[config.mk]
export PLATFORM = sky130hd
export DESIGN_NAME = mci_misc_ctrl
export DESIGN_NICKNAME = d
export VERILOG_FILES = /design/src/common/mci_pkg.sv /design/src/core/mci_sync2.sv /design/src/core/mci_pin_mux.sv /design/src/core/mci_misc_ctrl.sv
export SDC_FILE = /design/constraint.sdc
export NUM_CORES = 1
export LEC_CHECK = 0
export BUFFER_PORTS_ARGS = -buffer_cell sky130_fd_sc_hd__buf_2
export CAP_MARGIN = 20
export CELL_PAD_IN_SITES_DETAIL_PLACEMENT = 1
export CELL_PAD_IN_SITES_GLOBAL_PLACEMENT = 1
export CORE_MARGIN = 3
export CORE_UTILIZATION = 38
export DETAILED_ROUTE_END_ITERATION = 10
export GPL_ROUTABILITY_DRIVEN = 0
export PLACE_DENSITY_LB_ADDON = 0.1
export SYNTH_ARGS = -nofsm -noshare
export SYNTH_HDL_FRONTEND = slang
export SYNTH_SLANG_ARGS = --single-unit
[constraint.sdc]
create_clock -name i_sys_clk -period 2.7 [get_ports i_sys_clk]
set_clock_uncertainty 0.15 [all_clocks]
set_input_delay 0.27 -clock i_sys_clk [delete_from_list [all_inputs] [get_ports i_sys_clk]]
set_output_delay 0.27 -clock i_sys_clk [all_outputs]
set_load 0.01 [all_outputs]
[src/common/mci_pkg.sv]
// constants, field positions and carriers for the misc control block
// assumes one system clock and an 8-bit register port from the mpu
//
// How it works
// RULE1: route y pulse to pin nine when set
// RULE2: debug clock bit stops emulator clock
// RULE3: debug clock bit refuses external erase/program
// RULE4: four local enables gate four interrupt sources
// RULE5: interrupt passes only with local and mpu enable; o_irq rises from status and mask alone, with neither enable
// RULE6: conversion field turns pins four/five into eeprom
package mci_pkg;

  // ********************************
  // register offsets
  // ********************************
  localparam logic [15:0] ADDR_EE_DATA = 16'h009e; // eeprom data
  localparam logic [15:0] ADDR_EE_CTRL = 16'h009f; // eeprom control
  localparam logic [15:0] ADDR_EQN = 16'h2000; // equation select
  localparam logic [15:0] ADDR_IEN_A = 16'h2002; // xfr, rtc enables
  localparam logic [15:0] ADDR_DBG = 16'h2005; // debug clock disable
  localparam logic [15:0] ADDR_IEN_B = 16'h2007; // collision, pll enables
  localparam logic [15:0] ADDR_EEX = 16'h2008; // pin conversion
  localparam logic [15:0] ADDR_ROUTE = 16'h200f; // y pulse route
  localparam logic [15:0] ADDR_IRQ_STAT = 16'h2100; // sticky status
  localparam logic [15:0] ADDR_IRQ_MASK = 16'h2101; // status mask

  // ********************************
  // field positions
  // ********************************
  localparam int EQN_LSB = 5; // equation field low bit
  localparam int EQN_MSB = 7; // equation field high bit
  localparam int XFR_BIT = 0; // transfer enable in ien_a
  localparam int RTC_BIT = 1; // tick enable in ien_a
  localparam int COLL_BIT = 4; // collision enable in ien_b
  localparam int PLL_BIT = 5; // pll enable in ien_b
  localparam int DBG_BIT = 5; // debug clock disable
  localparam int EEX_LSB = 6; // conversion field low bit
  localparam int EEX_MSB = 7; // conversion field high bit
  localparam int ROUTE_BIT = 2; // y pulse route bit

  // ********************************
  // interrupt source indices
  // ********************************
  localparam int NIRQ = 4; // number of sources
  localparam int IRQ_XFR = 0; // transfer busy
  localparam int IRQ_RTC = 1; // one-second tick
  localparam int IRQ_COLL = 2; // firmware collision
  localparam int IRQ_PLL = 3; // pll

  // ********************************
  // reset values
  // ********************************
  localparam logic [7:0] RST_BYTE = 8'h00; // all registers
  localparam logic [2:0] RST_EQN = 3'h0; // equation select
  localparam logic [1:0] RST_EEX = 2'h0; // conversion field
  localparam logic [3:0] RST_IRQ = 4'h0; // enables, status, mask

  // one driven pin: level and enable
  typedef struct packed {
    logic out; // level driven
    logic oe; // high while driving
  } mci_pin_s;

  // external programming request gate
  typedef enum logic [2:0] {
    GATE_IDLE = 3'h1, // waiting for a request
    GATE_GRANT = 3'h2, // forwarding one request
    GATE_REFUSE = 3'h4 // reporting one refusal
  } mci_gate_e;

endpackage

[src/core/mci_sync2.sv]
// two-flop synchroniser for one pin level
// assumes the level is asynchronous to i_sys_clk
`timescale 1ns/1ps
`default_nettype none
module mci_sync2 (
  input wire logic i_sys_clk, // system clock
  input wire logic i_resetn, // synchronous reset, low
  input wire logic i_d, // raw pin level
  output logic o_q // synchronised level
);

  // ********************************
  // two stages
  // ********************************
  logic meta_r; // first stage, read only by o_q

  // only the second stage is visible outside
  always_ff @(posedge i_sys_clk) begin
    if (!i_resetn) begin
      meta_r <= 1'b0;
      o_q <= 1'b0;
    end else begin
      meta_r <= i_d;
      o_q <= meta_r;
    end
  end

endmodule
`default_nettype wire

[src/core/mci_pin_mux.sv]
// registered pin multiplexer: normal function or alternate function
// assumes both sources are on i_sys_clk
`timescale 1ns/1ps
`default_nettype none
module mci_pin_mux (
  input wire logic i_sys_clk, // system clock
  input wire logic i_resetn, // synchronous reset, low
  input wire logic i_sel_alt, // high selects alternate
  input wire mci_pkg::mci_pin_s i_norm, // normal function drive
  input wire mci_pkg::mci_pin_s i_alt, // alternate drive
  output var mci_pkg::mci_pin_s o_pin // registered pin drive
);

  // ********************************
  // output register
  // ********************************
  // registered so the pin never glitches while the select flips;
  // costs one cycle of latency on both paths
  always_ff @(posedge i_sys_clk) begin
    if (!i_resetn) begin
      o_pin <= '0; // released after reset
    end else if (i_sel_alt) begin
      o_pin <= i_alt;
    end else begin
      o_pin <= i_norm;
    end
  end

endmodule
`default_nettype wire

[src/core/mci_misc_ctrl.sv]
// misc control register slice: pin routing, eeprom pins, debug
// clock lockout and local interrupt enables
// assumes an 8-bit mpu register port on i_sys_clk (25 MHz) and
// event pulses from on-chip logic on the same clock
`timescale 1ns/1ps
`default_nettype none
module mci_misc_ctrl (
  input wire logic i_sys_clk, // system clock, 25 MHz
  input wire logic i_resetn, // synchronous reset, low
  // register port
  input wire logic [15:0] i_addr, // register address
  input wire logic [7:0] i_wdata, // write data
  input wire logic i_wr, // write strobe
  input wire logic i_rd, // read strobe
  output logic [7:0] o_rdata, // read data, one cycle later
  // interrupt sources and mpu side
  input wire logic [3:0] i_events, // source pulses
  input wire logic [3:0] i_mpu_ex_en, // mpu external enables
  output logic [3:0] o_mpu_irq, // gated source pulses
  output logic o_irq, // level, unmasked status set
  // eeprom engine and control outputs
  input wire logic i_ee_sck, // eeprom serial clock
  input wire logic i_ee_sda_out, // eeprom data level
  input wire logic i_ee_sda_oe, // eeprom data enable
  output logic o_ee_sda_in, // synchronised data line
  output logic [7:0] o_ee_data, // eeprom data register
  output logic [7:0] o_ee_ctrl, // eeprom control register
  output logic [2:0] o_eqn_sel, // equation select
  // normal pin functions
  input wire logic [2:0] i_norm_out, // pins 4, 5, 9 levels
  input wire logic [2:0] i_norm_oe, // pins 4, 5, 9 enables
  input wire logic i_aux_energy_pulse_y, // y energy pulse
  // pins
  input wire logic i_pin5_in, // pin five level
  output logic o_pin4_out, // pin four level
  output logic o_pin4_oe, // pin four enable
  output logic o_pin5_out, // pin five level
  output logic o_pin5_oe, // pin five enable
  output logic o_pin9_out, // pin nine level
  output logic o_pin9_oe, // pin nine enable
  // debug port
  input wire logic i_ext_erase_req, // erase request pulse
  input wire logic i_ext_prog_req, // program request pulse
  output logic o_debug_clk_en, // debug clock enable
  output logic o_erase_go, // erase granted pulse
  output logic o_prog_go, // program granted pulse
  output logic o_ext_refused // request refused pulse
);

  // ********************************
  // register state
  // ********************************
  logic [7:0] ee_data_r; // eeprom data
  logic [7:0] ee_ctrl_r; // eeprom control
  logic [2:0] eqn_r; // equation select
  logic [3:0] ien_r; // local interrupt enables
  logic debug_clock_disable_r; // emulator clock off
  logic [1:0] eeprom_pin_conversion_r; // eeprom pin field
  logic y_pulse_pin_route_r; // y pulse to pin nine
  logic [3:0] stat_r; // sticky event status
  logic [3:0] mask_r; // status mask
  logic [3:0] stat_nxt; // next status
  logic [7:0] rdata_nxt; // next read data

  // ********************************
  // write decode
  // ********************************
  logic wr_ee_data; // strobe per register
  logic wr_ee_ctrl;
  logic wr_eqn;
  logic wr_ien_a;
  logic wr_dbg;
  logic wr_ien_b;
  logic wr_eex;
  logic wr_route;
  logic wr_stat;
  logic wr_mask;

  // one strobe per address; unmapped writes hit nothing
  always_comb begin
    wr_ee_data = 1'b0;
    wr_ee_ctrl = 1'b0;
    wr_eqn = 1'b0;
    wr_ien_a = 1'b0;
    wr_dbg = 1'b0;
    wr_ien_b = 1'b0;
    wr_eex = 1'b0;
    wr_route = 1'b0;
    wr_stat = 1'b0;
    wr_mask = 1'b0;
    if (!i_wr) begin
      wr_ee_data = 1'b0; // no write this cycle
    end else if (i_addr == mci_pkg::ADDR_EE_DATA) begin
      wr_ee_data = 1'b1;
    end else if (i_addr == mci_pkg::ADDR_EE_CTRL) begin
      wr_ee_ctrl = 1'b1;
    end else if (i_addr == mci_pkg::ADDR_EQN) begin
      wr_eqn = 1'b1;
    end else if (i_addr == mci_pkg::ADDR_IEN_A) begin
      wr_ien_a = 1'b1;
    end else if (i_addr == mci_pkg::ADDR_DBG) begin
      wr_dbg = 1'b1;
    end else if (i_addr == mci_pkg::ADDR_IEN_B) begin
      wr_ien_b = 1'b1;
    end else if (i_addr == mci_pkg::ADDR_EEX) begin
      wr_eex = 1'b1;
    end else if (i_addr == mci_pkg::ADDR_ROUTE) begin
      wr_route = 1'b1;
    end else if (i_addr == mci_pkg::ADDR_IRQ_STAT) begin
      wr_stat = 1'b1;
    end else if (i_addr == mci_pkg::ADDR_IRQ_MASK) begin
      wr_mask = 1'b1;
    end
  end

  // ********************************
  // eeprom and equation registers
  // ********************************
  // plain storage; their meaning lives in other blocks
  always_ff @(posedge i_sys_clk) begin
    if (!i_resetn) begin
      ee_data_r <= mci_pkg::RST_BYTE;
      ee_ctrl_r <= mci_pkg::RST_BYTE;
      eqn_r <= mci_pkg::RST_EQN;
    end else begin
      if (wr_ee_data) begin
        ee_data_r <= i_wdata;
      end
      if (wr_ee_ctrl) begin
        ee_ctrl_r <= i_wdata;
      end
      if (wr_eqn) begin
        eqn_r <= i_wdata[mci_pkg::EQN_MSB:mci_pkg::EQN_LSB];
      end
    end
  end

  // ********************************
  // local interrupt enables
  // ********************************
  // two sources share each byte; other bits of the byte are not kept
  always_ff @(posedge i_sys_clk) begin
    if (!i_resetn) begin
      ien_r <= mci_pkg::RST_IRQ;
    end else begin
      if (wr_ien_a) begin // see RULE4
        ien_r[mci_pkg::IRQ_XFR] <= i_wdata[mci_pkg::XFR_BIT];
        ien_r[mci_pkg::IRQ_RTC] <= i_wdata[mci_pkg::RTC_BIT];
      end
      if (wr_ien_b) begin // see RULE4
        ien_r[mci_pkg::IRQ_COLL] <= i_wdata[mci_pkg::COLL_BIT];
        ien_r[mci_pkg::IRQ_PLL] <= i_wdata[mci_pkg::PLL_BIT];
      end
    end
  end

  // ********************************
  // pin and debug control bits
  // ********************************
  always_ff @(posedge i_sys_clk) begin
    if (!i_resetn) begin
      debug_clock_disable_r <= 1'b0;
      eeprom_pin_conversion_r <= mci_pkg::RST_EEX;
      y_pulse_pin_route_r <= 1'b0;
    end else begin
      if (wr_dbg) begin
        debug_clock_disable_r <= i_wdata[mci_pkg::DBG_BIT];
      end
      if (wr_eex) begin
        eeprom_pin_conversion_r <=
          i_wdata[mci_pkg::EEX_MSB:mci_pkg::EEX_LSB];
      end
      if (wr_route) begin
        y_pulse_pin_route_r <= i_wdata[mci_pkg::ROUTE_BIT];
      end
    end
  end

  // ********************************
  // sticky status and mask
  // ********************************
  // set wins over a write-one clear in the same cycle, so an event
  // landing on the clear is never lost
  always_comb begin
    stat_nxt = stat_r;
    if (wr_stat) begin
      stat_nxt = stat_nxt & ~i_wdata[mci_pkg::NIRQ-1:0];
    end
    stat_nxt = stat_nxt | i_events;
  end

  always_ff @(posedge i_sys_clk) begin
    if (!i_resetn) begin
      stat_r <= mci_pkg::RST_IRQ;
      mask_r <= mci_pkg::RST_IRQ;
    end else begin
      stat_r <= stat_nxt;
      if (wr_mask) begin
        mask_r <= i_wdata[mci_pkg::NIRQ-1:0];
      end
    end
  end

  // level output from the present status; follows status by one cycle
  always_ff @(posedge i_sys_clk) begin
    if (!i_resetn) begin
      o_irq <= 1'b0;
    end else begin
      o_irq <= |(stat_r & mask_r);
    end
  end

  // ********************************
  // mpu interrupt gating
  // ********************************
  // a source reaches the mpu only with both enables set
  always_ff @(posedge i_sys_clk) begin
    if (!i_resetn) begin
      o_mpu_irq <= mci_pkg::RST_IRQ;
    end else begin
      o_mpu_irq <= i_events & ien_r & i_mpu_ex_en; // see RULE5
    end
  end

  // ********************************
  // read path
  // ********************************
  // unmapped addresses and unused bits read as zero
  always_comb begin
    rdata_nxt = mci_pkg::RST_BYTE;
    if (i_addr == mci_pkg::ADDR_EE_DATA) begin
      rdata_nxt = ee_data_r;
    end else if (i_addr == mci_pkg::ADDR_EE_CTRL) begin
      rdata_nxt = ee_ctrl_r;
    end else if (i_addr == mci_pkg::ADDR_EQN) begin
      rdata_nxt[mci_pkg::EQN_MSB:mci_pkg::EQN_LSB] = eqn_r;
    end else if (i_addr == mci_pkg::ADDR_IEN_A) begin
      rdata_nxt[mci_pkg::XFR_BIT] = ien_r[mci_pkg::IRQ_XFR];
      rdata_nxt[mci_pkg::RTC_BIT] = ien_r[mci_pkg::IRQ_RTC];
    end else if (i_addr == mci_pkg::ADDR_DBG) begin
      rdata_nxt[mci_pkg::DBG_BIT] = debug_clock_disable_r;
    end else if (i_addr == mci_pkg::ADDR_IEN_B) begin
      rdata_nxt[mci_pkg::COLL_BIT] = ien_r[mci_pkg::IRQ_COLL];
      rdata_nxt[mci_pkg::PLL_BIT] = ien_r[mci_pkg::IRQ_PLL];
    end else if (i_addr == mci_pkg::ADDR_EEX) begin
      rdata_nxt[mci_pkg::EEX_MSB:mci_pkg::EEX_LSB] =
        eeprom_pin_conversion_r;
    end else if (i_addr == mci_pkg::ADDR_ROUTE) begin
      rdata_nxt[mci_pkg::ROUTE_BIT] = y_pulse_pin_route_r;
    end else if (i_addr == mci_pkg::ADDR_IRQ_STAT) begin
      rdata_nxt[mci_pkg::NIRQ-1:0] = stat_r;
    end else if (i_addr == mci_pkg::ADDR_IRQ_MASK) begin
      rdata_nxt[mci_pkg::NIRQ-1:0] = mask_r;
    end
  end

  // data stand only in the cycle after the strobe, zero otherwise
  always_ff @(posedge i_sys_clk) begin
    if (!i_resetn) begin
      o_rdata <= mci_pkg::RST_BYTE;
    end else if (i_rd) begin
      o_rdata <= rdata_nxt;
    end else begin
      o_rdata <= mci_pkg::RST_BYTE;
    end
  end

  // register copies for the eeprom engine and the metering core
  always_ff @(posedge i_sys_clk) begin
    if (!i_resetn) begin
      o_ee_data <= mci_pkg::RST_BYTE;
      o_ee_ctrl <= mci_pkg::RST_BYTE;
      o_eqn_sel <= mci_pkg::RST_EQN;
    end else begin
      o_ee_data <= ee_data_r;
      o_ee_ctrl <= ee_ctrl_r;
      o_eqn_sel <= eqn_r;
    end
  end

  // ********************************
  // debug clock and request gate
  // ********************************
  // the enable drives the clock gate of the emulator port
  always_ff @(posedge i_sys_clk) begin
    if (!i_resetn) begin
      o_debug_clk_en <= 1'b1;
    end else begin
      o_debug_clk_en <= ~debug_clock_disable_r; // see RULE2
    end
  end

  mci_pkg::mci_gate_e gate_r; // request gate state
  logic gate_is_erase_r; // granted request was an erase

  // one request at a time; requests arriving outside idle are dropped,
  // a limit the programmer must respect by spacing them
  always_ff @(posedge i_sys_clk) begin
    if (!i_resetn) begin
      gate_r <= mci_pkg::GATE_IDLE;
      gate_is_erase_r <= 1'b0;
    end else begin
      case (gate_r)
        mci_pkg::GATE_IDLE: begin
          if (i_ext_erase_req || i_ext_prog_req) begin
            gate_is_erase_r <= i_ext_erase_req;
            if (debug_clock_disable_r) begin // see RULE3
              gate_r <= mci_pkg::GATE_REFUSE;
            end else begin
              gate_r <= mci_pkg::GATE_GRANT;
            end
          end
        end
        mci_pkg::GATE_GRANT: begin
          gate_r <= mci_pkg::GATE_IDLE;
        end
        mci_pkg::GATE_REFUSE: begin
          gate_r <= mci_pkg::GATE_IDLE;
        end
        default: begin
          gate_r <= mci_pkg::GATE_IDLE; // recover from a bad code
        end
      endcase
    end
  end

  // outputs register the gate decision; lockout rechecked at grant
  always_ff @(posedge i_sys_clk) begin
    if (!i_resetn) begin
      o_erase_go <= 1'b0;
      o_prog_go <= 1'b0;
      o_ext_refused <= 1'b0;
    end else begin
      o_erase_go <= (gate_r == mci_pkg::GATE_GRANT) &&
                    gate_is_erase_r && !debug_clock_disable_r;
      o_prog_go <= (gate_r == mci_pkg::GATE_GRANT) &&
                   !gate_is_erase_r && !debug_clock_disable_r;
      o_ext_refused <= (gate_r == mci_pkg::GATE_REFUSE) ||
                       ((gate_r == mci_pkg::GATE_GRANT) &&
                        debug_clock_disable_r); // see RULE3
    end
  end

  // ********************************
  // pin multiplexing
  // ********************************
  logic ee_mode; // pins four and five serve the eeprom
  mci_pkg::mci_pin_s norm4, norm5, norm9; // normal drives
  mci_pkg::mci_pin_s alt4, alt5, alt9; // alternate drives
  mci_pkg::mci_pin_s pin4, pin5, pin9; // registered drives

  // any nonzero value of the field converts the pins
  assign ee_mode = |eeprom_pin_conversion_r; // see RULE6
  assign norm4 = '{out: i_norm_out[0], oe: i_norm_oe[0]};
  assign norm5 = '{out: i_norm_out[1], oe: i_norm_oe[1]};
  assign norm9 = '{out: i_norm_out[2], oe: i_norm_oe[2]};
  assign alt4 = '{out: i_ee_sck, oe: 1'b1}; // clock always driven
  assign alt5 = '{out: i_ee_sda_out, oe: i_ee_sda_oe};
  assign alt9 = '{out: i_aux_energy_pulse_y, oe: 1'b1};

  // pin four becomes the serial clock
  mci_pin_mux u_pin4 (
    .i_sys_clk(i_sys_clk),
    .i_resetn(i_resetn),
    .i_sel_alt(ee_mode), // see RULE6
    .i_norm(norm4),
    .i_alt(alt4),
    .o_pin(pin4)
  );

  // pin five becomes the two-way data line
  mci_pin_mux u_pin5 (
    .i_sys_clk(i_sys_clk),
    .i_resetn(i_resetn),
    .i_sel_alt(ee_mode), // see RULE6
    .i_norm(norm5),
    .i_alt(alt5),
    .o_pin(pin5)
  );

  // pin nine carries the y pulse in place of its normal use
  mci_pin_mux u_pin9 (
    .i_sys_clk(i_sys_clk),
    .i_resetn(i_resetn),
    .i_sel_alt(y_pulse_pin_route_r), // see RULE1
    .i_norm(norm9),
    .i_alt(alt9),
    .o_pin(pin9)
  );

  // incoming data level is asynchronous to the system clock
  mci_sync2 u_sda_sync (
    .i_sys_clk(i_sys_clk),
    .i_resetn(i_resetn),
    .i_d(i_pin5_in),
    .o_q(o_ee_sda_in)
  );

  assign o_pin4_out = pin4.out;
  assign o_pin4_oe = pin4.oe;
  assign o_pin5_out = pin5.out;
  assign o_pin5_oe = pin5.oe;
  assign o_pin9_out = pin9.out;
  assign o_pin9_oe = pin9.oe;

endmodule
`default_nettype wire

After elaboration in Yosys (flattened, before gate mapping)
Index checks and enable logic that the tools add are counted.
W data, S select, Z words.
{"block": "word_totals", "reg_bits": 83, "inputBits": 49, "wordCells": 153}
{"block": "classes", "eq_ne": 13, "n_mux": 89, "bitwise_logic": 7, "reduce_logical": 14}
{"operator": "$eq A16 B14 Y1 const B", "count": 8}
{"operator": "$mux W1", "count": 68}
{"operator": "$eq A16 B8 Y1 const B", "count": 2}
{"operator": "$mux W4", "count": 5}
{"operator": "$mux W2", "count": 9}
{"operator": "$and A4 B4 Y4", "count": 4}
{"operator": "$mux W8", "count": 2}
{"operator": "$mux W5", "count": 2}
{"operator": "$mux W3", "count": 2}
{"operator": "$mux W6", "count": 1}
{"operator": "$reduce_and A2 Y1", "count": 3}
{"operator": "$logic_and A1 B1 Y1", "count": 5}
{"operator": "$not A4 Y4", "count": 1}
{"operator": "$or A4 B4 Y4", "count": 1}
{"operator": "$reduce_or A4 Y1", "count": 1}
{"operator": "$eq A3 B1 Y1 const B", "count": 1}
{"operator": "$eq A3 B2 Y1 const B", "count": 1}
{"operator": "$eq A3 B3 Y1 const B", "count": 1}
{"operator": "$logic_not A1 Y1", "count": 2}
{"operator": "$logic_or A1 B1 Y1", "count": 2}
{"operator": "$reduce_or A2 Y1", "count": 1}
{"operator": "$not A1 Y1", "count": 1}

Logic depth before layout (Yosys ltp)
Gate-level depths: netlist of run 1.
{"block": "logic_depth", "ltp_word": 13, "depth_mapped": 6, "depth_no_buf": 4}

Cells and area by module
A second synthesis of run 1 with hierarchy kept.
{"block": "unflattened", "hier_cells": 329, "hier_area_um2": 3301.9}
{"module": "mci_misc_ctrl", "n_inst": 1, "cells_each": 307, "area_per_inst_um2": 3031.7, "seq_area_each_um2": 1501.4}
{"module": "mci_pin_mux", "n_inst": 3, "cells_each": 6, "area_per_inst_um2": 72.6, "seq_area_each_um2": 40.0}
{"module": "mci_sync2", "n_inst": 1, "cells_each": 4, "area_per_inst_um2": 52.6, "seq_area_each_um2": 40.0}

Worst setup path before layout of run 1
No wires, ideal clock.
{"block": "synth_timing", "kind": "in2reg", "from": "in i_addr[9]", "to": "reg ee_data_r[5]", "setup_time_ps": 122, "t_arrival_ps": 2039, "required_time_ps": 2428, "path_slack_ps": 389, "cell_stages": 6, "path_cell_list": "or4_4 or3_1 buf_6 or4_4 buf_6 mux2i_1"}
{"block": "synth_between", "elab_chain_cells": 3}
{"element": "start: declaration", "line": "mci_misc_ctrl.sv:11", "rtl": "input wire logic [15:0] i_addr,"}
{"element": "$eq A16 B8 Y1", "line": "mci_misc_ctrl.sv:93", "rtl": "end else if (i_addr == mci_pkg::ADDR_EE_DATA) begin"}
{"element": "$mux W1", "line": "mci_misc_ctrl.sv:93"}
{"element": "$mux W1", "line": "mci_misc_ctrl.sv:91", "rtl": "if (!i_wr) begin"}
{"element": "end signal: assignment", "line": "mci_misc_ctrl.sv:122", "rtl": "ee_data_r <= mci_pkg::RST_BYTE;"}
{"element": "end signal: assignment", "line": "mci_misc_ctrl.sv:127", "rtl": "ee_data_r <= i_wdata;"}
{"element": "end: declaration", "line": "mci_misc_ctrl.sv:53", "rtl": "logic [7:0] ee_data_r;"}
No other way between the ends.
A chain may end at the register's enable or synchronous reset.

Worst setup path after layout of run 1
{"block": "layout_timing", "from": "in i_addr[9]", "to": "reg ee_data_r[7]"}
Same word-level chain as after synthesis.

==> results by group, run 1 <==
Floorplanning
  • Die area: 9640 um^2
  • Die Span Y: 98.2 um
  • Core Region: 7970 um^2
  • Ports: 92
  • Initial Util: 0.405
  • Die Span X: 98.2 um
  • Num rows: 32

Outcome
  • Status: complete, no violations

Clocking
  • Clock Path Buffers: 2
  • CTS H-Tree Depth: 3
  • TritonCTS buffer count: 9
  • CTS tree: yes
  • Clk slew on worst S/H paths: 0.07 ns
  • CTS Sinks: 83
  • Post-CTS Setup Inserts: 0
  • Clock root buffer: clkbuf_8
  • Worst-skew pair later-pin latency: 0.35 ns

Min path
  • WHS Path Cells: 3
  • Hold path startpoint: i_norm_out[2]
  • Path type of the worst min-delay path: in -> reg
  • Hold endpoint: u_pin9.o_pin[1]

Detailed routing
  • DRC violations left: 0
  • Drt initial violations: 106
  • DR top layer: met4
  • Initial DRT Pass Iterations: 4
  • Vias per cell: 5.30
  • Wire per inst: 16.9 um
  • Met1 WL: 4160 um
  • Metal2 WL: 4580 um
  • Routed vias: 2938
  • Met3 WL post-DR: 473 um
  • Routed Antenna Nets: 0
  • Final wirelength: 9370 um

Yosys
  • Ys async rst share: 0
  • Synth top area share: 0.515
  • Synth cell types: 40
  • Yosys warnings: 0
  • Post-synth EDFFs: 0
  • Yosys reg bits: 83
  • Post-synthesis cell area: 3230 um^2
  • Cell count after synthesis: 343
  • Top cells by area, synth: dfxtp_1 (51%), mux2i_1 (10%), nand2_1 (5.5%), inv_1 (2.9%), a21oi_1 (2.5%)
  • Largest area contributor in the netlist: dfxtp_1
  • Syn Area/Cell: 9.41 um^2
  • Seq/Total Area, Yosys: 0.515
  • Synth Flop Type: dfxtp_1
  • Commonest cells in the netlist: dfxtp_1 (83), nand2_1 (47), mux2i_1 (33)
  • Most frequent cell after synthesis: dfxtp_1
  • Mapped Nets: 392

STA
  • Period utilization: 0.800
  • Setup_tns: 0 ns
  • Slew Limit Fails: 0
  • Worst Tran Pin Value: 0.671 ns
  • Final hold violation count: 0
  • Fmax: 463 MHz
  • Rel. slew slack: 0.549
  • Final Setup Violations: 0
  • Final setup margin: 0.541 ns
  • RSZ-0062 raised after global routing: no
  • Min Tclk post-route: 2.16 ns

Pwr
  • Clk network pwr share: 0.387
  • Switching part of the total: 0.235
  • Internal power: 1.76 mW
  • PD cells: 562 nW/um^2
  • Leak pwr: 2.01 nW
  • Combinational fraction of design power: 0.070
  • Net switching power of the design: 0.539 mW
  • Maximum resistive drop on vdd: 0.227 mV
  • Seq pwr share: 0.543

Setup path
  • Required time of the critical path: 2.78 ns
  • CP Buf/Inv Count: 1
  • CP peak stage delay: 0.64 ns
  • Crit path max-delay family: simple AND/OR/NAND/NOR gates
  • Crit-path most repeated cell: or4_4
  • Crit path launch type: input port
  • Reg2reg setup slack: 0.95 ns
  • Cell chain of the critical path: buf_2 > or4_4 > or3_1 > or4_4 > mux2i_1
  • Crit Path Max Fanout: 8
  • Setup CP Type: in -> reg
  • Setup crit end kind: flop
  • FF-to-FF End: o_rdata[2]
  • Worst r2r path cells: 4
  • CP max stage cell: or4_4
  • Critical path data arrival time: 2.24 ns
  • Worst R2R Start: y_pulse_pin_route_r

Global routing
  • Largest net degree at the start of global routing: 34
  • Global-route wire length before repair: 15500 um
  • GRT Total Usage: 0.199
  • Vias in the first global route: 3147
  • Initial antenna violation count: 0
  • Grt total ovfl: 0

Final layout
  • Final nets: 496
  • Layout cells sized above 1: 0.285
  • Area grow syn2layout: 26.7%
  • Fillers: 964
  • # diodes: 0

Placed design
  • Port Buffer Count: 91
  • Dpl ws: 0.190 ns
  • Post-DP HPWL: 6840 um

Job
  • Max_cap viols: 0
-- cells by family (layout without fill, tap and decap cells) --
| group | after synthesis | in the layout | share of synthesized area |
|---|---|---|---|
| AND/OR/NAND/NOR | 134 | 134 | 0.221 |
| multiplexers | 39 | 39 | 0.123 |
| AO/OA/AOI/OAI | 46 | 46 | 0.0888 |
| flip-flops | 83 | 83 | 0.515 |
| buffers and inverters | 41 | 150 | 0.0523 |
-- power groups by stage --
stage	Combinational [mW]	Clock, mW	Sequential, mW
after floorplan	0.0715	0	1.28
final	0.161	0.889	1.25
after global routing	0.179	0.975	1.25
after global placement	0.145	0	1.28
after CTS	0.161	0.909	1.25
after detailed placement	0.149	0	1.28
-- metrics by stage --
stage	util	instances	instance area, um^2	power [mW]	hold WS [ns]
2_1_floorplan	-	343	3230	1.35	0.221
3_3_place_gp	0.476	528	3800	1.42	0.263
3_5_place_dp	0.476	528	3800	1.43	0.277
4_1_cts	0.514	554	4090	2.32	0.00341
5_1_grt	0.514	554	4090	2.41	0.00950
6_report	0.514	554	4090	2.30	0.0112
-- registers in the layout (all words and copies together), names as in the netlist, 8 cells and up --
name and count:
o_rdata 8, ee_ctrl_r 8, o_ee_ctrl 8, o_ee_data 8
ee_data_r 8
-- layout make-up --
class                           count  area (um^2)  area share
Multi-Input combinational cell    219         1400       0.342
Tap cell                          102          128      0.0312
Clock buffer                       12          145      0.0355
Clock inverter                      4         50.0      0.0122
Inverter                           25         93.8      0.0229
Sequential cell                    83         1660       0.406
Timing Repair Buffer              109          616       0.150
-- how the worst max path moves through the flow --
stage | from | endpoint | slack [ns] | cells after the start
final | i_addr[9] | ee_data_r[7] | 0.54 | 5
after global routing | i_addr[9] | ee_data_r[4] | 0.50 | 5
after CTS | i_addr[9] | ee_data_r[7] | 0.55 | 5
after detailed placement | i_addr[9] | ee_data_r[7] | 0.19 | 5
after global placement | i_addr[9] | ee_data_r[5] | 0.24 | 5
after floorplan | i_addr[9] | ee_data_r[5] | 0.39 | 6
-- cells in the final DEF, fill, tap and decap left out, types with 2 or more instances in the layout --
master and count:
o21ai_0 11, mux2i_1 33, nor4_1 8, nand2_1 47
a31oi_1 4, and2_1 4, or3b_2 2, buf_2 91
a22oi_1 3, o211ai_1 2, nand3_1 12, nor2_1 15
clkbuf_1 2, nand2b_1 8, mux2_2 6, and4_1 3
or4_1 3, buf_4 8, dfxtp_1 83, nand4_1 9
clkbuf_8 10, a32oi_1 2, o41ai_1 6, or2_2 3
nor3_1 7, a21oi_1 16, dlygate4sd3_1 10, clkinvlp_4 2
or4_4 2, inv_1 25
-- per-layer routing --
layer	GRT usage	up-vias
met3	0.0429	11
met4	0.0620	0
met2	0.333	88
met5	0	-
met1	0.258	1425
li1	-	1414
-- what timing repair did --
action                    4_1_cts  5_1_grt
gates resized for setup         0        0
hold buffers                   10        0
hold endpoints to repair        9        0
-- tightest hold or removal path, cell delays in order --
cell,delay (ns)
buf_2,0.07
mux2i_1,0.05
nor2_1,0.07
No activity file was read; power rests on OpenSTA's default activity.
==> inputs of run 2 (changes only) <==
==> constraint.sdc (replaced) <==
create_clock -name i_sys_clk -period 2.23 [get_ports i_sys_clk]
set_clock_uncertainty 0.15 [all_clocks]
set_input_delay 0.223 -clock i_sys_clk [delete_from_list [all_inputs] [get_ports i_sys_clk]]
set_output_delay 0.223 -clock i_sys_clk [all_outputs]
set_load 0.01 [all_outputs]
==> results by group, run 2 (synthesis gave the netlist of run 1 again) <==
Outcome
  • Status: complete, no violations

Setup path
  • Reg2reg setup slack: 0.50 ns (-0.45 ns)
  • Crit path to: ee_data_r[2]
  • Cell chain of the critical path: buf_2 > or4_4 > or3_1 > or4_4 > mux2i_1
  • CP Launch Point: i_addr[9]
  • Worst R2R Start: y_pulse_pin_route_r
  • CP peak stage delay: 0.62 ns (-0.02 ns)
  • Setup CP Type: in -> reg
  • Critical path data arrival time: 2.10 ns (-0.14 ns)
  • Worst r2r path cells: 4 (unchanged)
  • Setup crit end kind: flop
  • Crit Path Max Fanout: 8 (unchanged)
  • Crit-path most repeated cell: or4_4
  • Crit path launch type: input port
  • Required time of the critical path: 2.35 ns (-0.43 ns)
  • CP max stage cell: or4_4
  • FF-to-FF End: o_rdata[2]

Placed design
  • Placed cell count: 543 (+2.8%)
  • Port Buffer Count: 91 (unchanged)
  • Post-DP HPWL: 7150 um (+4.6%)
  • Dpl ws: -0.0967 ns (-0.286 ns)

Clocking
  • CTS tree: yes
  • TritonCTS buffer count: 9 (unchanged)
  • CTS H-Tree Depth: 3 (unchanged)
  • Post-CTS Setup Inserts: 0 (unchanged)
  • Clock Path Buffers: 2 (unchanged)
  • CTS Sinks: 83 (unchanged)
  • Clock root buffer: clkbuf_8
  • Worst-skew pair later-pin latency: 0.35 ns (about the same)
  • Clk slew on worst S/H paths: 0.08 ns (about the same)

Pwr
  • Combinational fraction of design power: 0.080 (+0.010)
  • PD cells: 659 nW/um^2 (+17%)
  • Leak pwr: 2.15 nW (+6.9%)
  • Net switching power of the design: 0.653 mW (+21%)
  • Clk network pwr share: 0.393 (+0.006)
  • Tot Pwr: 2.87 mW (+25%)
  • Seq pwr share: 0.527 (-0.016)
  • Switching part of the total: 0.228 (-0.00683)
  • Maximum resistive drop on vdd: 0.410 mV (+80%)
  • Internal power: 2.21 mW (+26%)

Final layout
  • Layout Cells excl Fill: 580 (+4.7%)
  • Layout cells sized above 1: 0.297 (+0.0117)
  • Final nets: 526 (+6.0%)
  • Area grow syn2layout: 34.8%
  • Commonest non-fill, non-tap cell in the layout: buf_2
  • Commonest non-fill, non-tap cells in the layout: buf_2 (91), dfxtp_1 (83), nand2_1 (47), mux2i_1 (33)
  • # diodes: 0 (unchanged)

Global routing
  • GRT Total Usage: 0.221 (+0.0217)
  • Initial antenna violation count: 0 (unchanged)
  • Grt total ovfl: 0 (unchanged)
  • Global-route wire length before repair: 17000 um (+9.4%)
  • Vias in the first global route: 3361 (+6.8%)
  • Largest net degree at the start of global routing: 24 (-29%)

STA
  • Fmax: 505 MHz
  • WHS: 0.0268 ns (+0.0157 ns)
  • Setup_tns: 0 ns (unchanged)
  • Slew Limit Fails: 0 (unchanged)
  • Final hold violation count: 0 (unchanged)
  • Period utilization: 0.888
  • Rel. slew slack: 0.618 (+0.0698)
  • Final setup margin: 0.250 ns (-0.291 ns)
  • Worst Tran Pin Value: 0.567 ns (-0.104 ns)
  • Min Tclk post-route: 1.98 ns
  • Final Setup Violations: 0 (unchanged)
  • RSZ-0062 raised after global routing: no

Detailed routing
  • Routed vias: 3102 (+5.6%)
  • DRC violations left: 0 (unchanged)
  • Initial DRT Pass Iterations: 4 (unchanged)
  • Routed Antenna Nets: 0 (unchanged)
  • Vias per cell: 5.35 (+0.85%)
  • Final wirelength: 10200 um (+9.4%)
  • Wire per inst: 17.7 um (+4.5%)
  • Drt initial violations: 107 (+0.94%)

Job
  • Max_cap viols: 0 (unchanged)

Floorplanning
  • Initial Util: 0.405 (unchanged)
  • Die Span Y: 98.2 um (unchanged)
  • Die Span X: 98.2 um (unchanged)
  • Die area: 9640 um^2 (unchanged)
  • Ports: 92 (unchanged)
  • Num rows: 32 (unchanged)
  • Core Region: 7970 um^2 (unchanged)

Min path
  • Hold path startpoint: i_wdata[4]
  • Path type of the worst min-delay path: in -> reg
## run 2: cell types whose count changed in the layout (fill, tap and decap cells not counted), sizes merged
cell,previous run,this run
buf,99,114
dlygate4sd3,10,25
clkbuf,12,9
bufinv,1,2
clkinv,1,0
clkinvlp,2,1
## run 2: worst min-delay path by stage
stage / end / slack [ns] / depth (start not counted)
6_report: ee_ctrl_r[4] / 0.03 / 3
5_1_grt: u_pin4.o_pin[1] / 0.03 / 3
4_1_cts: u_pin4.o_pin[1] / 0.003 / 3
3_3_place_gp: u_sda_sync.o_q / 0.26 / 1
3_5_place_dp: u_sda_sync.o_q / 0.27 / 1
2_1_floorplan: stat_r[2] / 0.17 / 1
## run 2: repair_timing
action,CTS,global route
hold buffers,25,0
resized for setup,0,0
hold endpoints to repair,18,0
## run 2: per-stage QoR
stage / area, um^2 / utilization
after floorplan: 3230 / -
after global placement: 3910 / 0.491
after detailed placement: 3910 / 0.491
after CTS: 4350 / 0.546
after global routing: 4350 / 0.546
final: 4350 / 0.546
## run 2: power by group through the flow
stage | combinational, mW | sequential [mW] | clock (mW)
global placement | 0.184 | 1.55 | 0
floorplan | 0.0866 | 1.55 | 0
CTS | 0.224 | 1.51 | 1.15
finish | 0.230 | 1.51 | 1.13
global route | 0.251 | 1.51 | 1.20
detailed placement | 0.189 | 1.55 | 0
## run 2: critical path: cells and delay by family
| kind | cells | cell delay [ns] |
|---|---|---|
| muxes | 1 | 0.21 |
| buffers and inverters | 1 | 0.11 |
| and+or+nand+nor | 3 | 1.55 |
## run 2: layout make-up
cell class	count	area, um^2
fill	951	3620
sequential	83	1660
multi-input combinational	219	1400
timing repair buffer	139	878
tap	102	128
clock buffer	9	124
inverter	25	93.8
clock inverter	3	67.6
## run 2: layer usage
layer,GRT usage,part of all wire,routed length [um],up-vias
met4,0.0735,0.016,162,0
met3,0.0436,0.056,578,17
met5,0,0,0,-
met1,0.280,0.43,4410,1517
met2,0.377,0.50,5100,101
li1,-,-,-,1467
==> inputs of run 3 (changes only) <==
--- a/config.mk
+++ b/config.mk
@@ -5,12 +5,13 @@
 export SDC_FILE = /design/constraint.sdc
 export NUM_CORES = 1
 export LEC_CHECK = 0
+export ABC_AREA = 1
 export BUFFER_PORTS_ARGS = -buffer_cell sky130_fd_sc_hd__buf_2
 export CAP_MARGIN = 20
 export CELL_PAD_IN_SITES_DETAIL_PLACEMENT = 1
 export CELL_PAD_IN_SITES_GLOBAL_PLACEMENT = 1
 export CORE_MARGIN = 3
-export CORE_UTILIZATION = 38
+export CORE_UTILIZATION = 37
 export DETAILED_ROUTE_END_ITERATION = 10
 export GPL_ROUTABILITY_DRIVEN = 0
 export PLACE_DENSITY_LB_ADDON = 0.1
==> constraint.sdc (replaced) <==
create_clock -name i_sys_clk -period 2.27 [get_ports i_sys_clk]
set_clock_uncertainty 0.15 [all_clocks]
set_input_delay 0.227 -clock i_sys_clk [delete_from_list [all_inputs] [get_ports i_sys_clk]]
set_output_delay 0.227 -clock i_sys_clk [all_outputs]
set_load 0.01 [all_outputs]
==> results by group, run 3 <==
Clocking
  • Worst-skew pair later-pin latency: 0.35 ns (about the same)
  • CTS H-Tree Depth: 3 (unchanged)
  • Clock Path Buffers: 2 (unchanged)
  • Clock root buffer: clkbuf_8
  • Clk slew on worst S/H paths: 0.10 ns (+0.02 ns)
  • CTS Sinks: 83 (unchanged)
  • Post-CTS Setup Inserts: 0 (unchanged)
  • CTS tree: yes
  • TritonCTS buffer count: 9 (unchanged)

Placed design
  • Post-DP HPWL: 7520 um (+5.2%)
  • Port Buffer Count: 91 (unchanged)
  • Dpl ws: 0.416 ns (+0.513 ns)

Final layout
  • Layout cells sized above 1: 0.226 (-0.0715)
  • Commonest non-fill, non-tap cells in the layout: buf_2 (91), nand2_1 (88), dfxtp_1 (83), nor2_1 (77), inv_1 (56)
  • Fillers: 1163 (+22%)
  • Final nets: 616 (+17%)
  • # diodes: 0 (unchanged)
  • Area grow syn2layout: 27.4%
  • Commonest non-fill, non-tap cell in the layout: buf_2

STA
  • Final Setup Violations: 0 (unchanged)
  • Worst Tran Pin Value: 0.620 ns (+0.0526 ns)
  • Setup_tns: 0 ns (unchanged)
  • Slew Limit Fails: 0 (unchanged)
  • WHS: 0.00729 ns (-0.0195 ns)
  • Final hold violation count: 0 (unchanged)
  • Final setup margin: 0.566 ns (+0.316 ns)
  • Fmax: 587 MHz
  • Period utilization: 0.751
  • Rel. slew slack: 0.585 (-0.0331)
  • Min Tclk post-route: 1.70 ns
  • RSZ-0062 raised after global routing: no

Yosys
  • Yosys warnings: 0 (unchanged)
  • Synth Flop Type: dfxtp_1
  • Yosys reg bits: 83 (unchanged)
  • Seq/Total Area, Yosys: 0.489 (-0.0256)
  • Mapped Nets: 507 (+29%)
  • Ys async rst share: 0 (unchanged)
  • Largest area contributor in the netlist: dfxtp_1
  • Top cells by area, synth: dfxtp_1 (49%), nand2_1 (9.7%), nor2_1 (8.5%), inv_1 (6.2%), nand3_1 (5.3%)
  • Cell count after synthesis: 458 (+34%)
  • Most frequent cell after synthesis: nand2_1
  • Commonest cells in the netlist: nand2_1 (88), dfxtp_1 (83), nor2_1 (77)
  • Synth top area share: 0.489 (-0.0256)
  • Post-synth EDFFs: 0 (unchanged)
  • Syn Area/Cell: 7.42 um^2 (-21%)
  • Post-synthesis cell area: 3400 um^2 (+5.2%)
  • Synth cell types: 27 (-33%)

Floorplanning
  • Num rows: 34 (+6.3%)
  • Die Span Y: 102 um (+3.7%)
  • Core Region: 8810 um^2 (+11%)
  • Die area: 10400 um^2 (+7.6%)
  • Initial Util: 0.386 (-0.0194)
  • Die Span X: 102 um (+3.7%)
  • Ports: 92 (unchanged)

Pwr
  • PD cells: 632 nW/um^2 (-4.1%)
  • Maximum resistive drop on vdd: 0.315 mV (-23%)
  • Leak pwr: 2.14 nW (-0.22%)
  • Tot Pwr: 2.74 mW (-4.6%)

Setup path
  • Crit path launch type: flop
  • Crit-path most repeated cell: nor2_1
  • CP peak stage delay: 0.55 ns (-0.07 ns)
  • Crit Path Max Fanout: 4 (-4)
  • Setup CP Type: reg -> reg
  • Required time of the critical path: 2.37 ns (+0.02 ns)
  • CP max stage cell: dlygate4sd3_1
  • Setup crit end kind: flop
  • Critical path data arrival time: 1.80 ns (-0.30 ns)
  • Cell chain of the critical path: nor2_1 > inv_1 > nor2_1 > nor2_1 > dlygate4sd3_1
  • Reg2reg setup slack: 0.57 ns (+0.07 ns)

Min path
  • Path type of the worst min-delay path: in -> reg

Global routing
  • GRT Total Usage: 0.210 (-0.0109)
  • Vias in the first global route: 3496 (+4.0%)
  • Global-route wire length before repair: 17100 um (+0.85%)
  • Largest net degree at the start of global routing: 35 (+46%)
  • Initial antenna violation count: 0 (unchanged)
  • Grt total ovfl: 0 (unchanged)

Detailed routing
  • Routed vias: 3442 (+11%)
  • Routed Antenna Nets: 0 (unchanged)
  • Wire per inst: 15.2 um (-14%)
  • DRC violations left: 0 (unchanged)
  • Final wirelength: 10400 um (+1.1%)
  • Drt initial violations: 113 (+5.6%)
  • Vias per cell: 5.06 (-5.4%)
  • Initial DRT Pass Iterations: 4 (unchanged)

Outcome
  • Status: complete, no violations

Job
  • Max_cap viols: 0 (unchanged)
## run 3: per-layer routing
layer / wire [um] / share of wire / global-route usage / vias to the layer above
li1: - / - / - / 1684
met1: 4760 / 0.46 / 0.275 / 1660
met2: 5070 / 0.49 / 0.360 / 89
met3: 426 / 0.041 / 0.0451 / 9
met4: 105 / 0.010 / 0.0424 / 0
met5: 0 / 0 / 0 / -
## run 3: layout make-up
class                           instances  area, um^2  area share
Clock inverter                          5        43.8      0.0101
Multi-Input combinational cell        301        1440       0.332
Inverter                               59         221      0.0512
Timing Repair Buffer                  113         678       0.157
Sequential cell                        83        1660       0.384
Clock buffer                           11         151      0.0350
Tap cell                              108         135      0.0312
## run 3: through the flow
step	cells	utilization	area, um^2
after global placement	646	0.449	3950
after global routing	680	0.491	4330
after detailed placement	646	0.449	3950
after floorplan	458	-	3400
final	680	0.491	4330
after CTS	679	0.490	4320
## run 3: cells by family (layout without fill, tap and decap cells)
family	Yosys count	after routing	synth area share
AND/OR/NAND/NOR	249	249	0.345
flip-flops	83	83	0.489
buffers and inverters	74	188	0.0880
AO/OA/AOI/OAI	52	52	0.0777
## run 3: power breakdown
part | switching (mW) | leakage, nW | internal, mW
clock network | 0.575 | 0.0941 | 0.471
logic | 0.125 | 1.37 | 0.0804
registers | 0.0115 | 0.672 | 1.47
total | 0.712 | 2.14 | 2.03
## run 3: final timing paths
kind                                   start              end  depth (start not counted)
hold / removal                 i_norm_out[2]  u_pin9.o_pin[1]                          3
setup / recovery  eeprom_pin_conversion_r[1]  u_pin5.o_pin[1]                          5
setup reg to reg  eeprom_pin_conversion_r[1]  u_pin5.o_pin[1]                          5
hold reg to reg              gate_is_erase_r        o_prog_go                          1
## run 3: critical path, delay by kind of cell (launching register included)
kind | cells | cell delay, ns
buffers and inverters | 2 | 0.69
AND/OR/NAND/NOR | 3 | 0.43
flip-flops | 1 | 0.33
## run 3: timing repair
item | CTS | global route
endpoints found under the setup margin | 0 | 0
endpoints found under the hold margin | 11 | 1
hold buffers | 17 | 1
gates resized for setup | 0 | 0
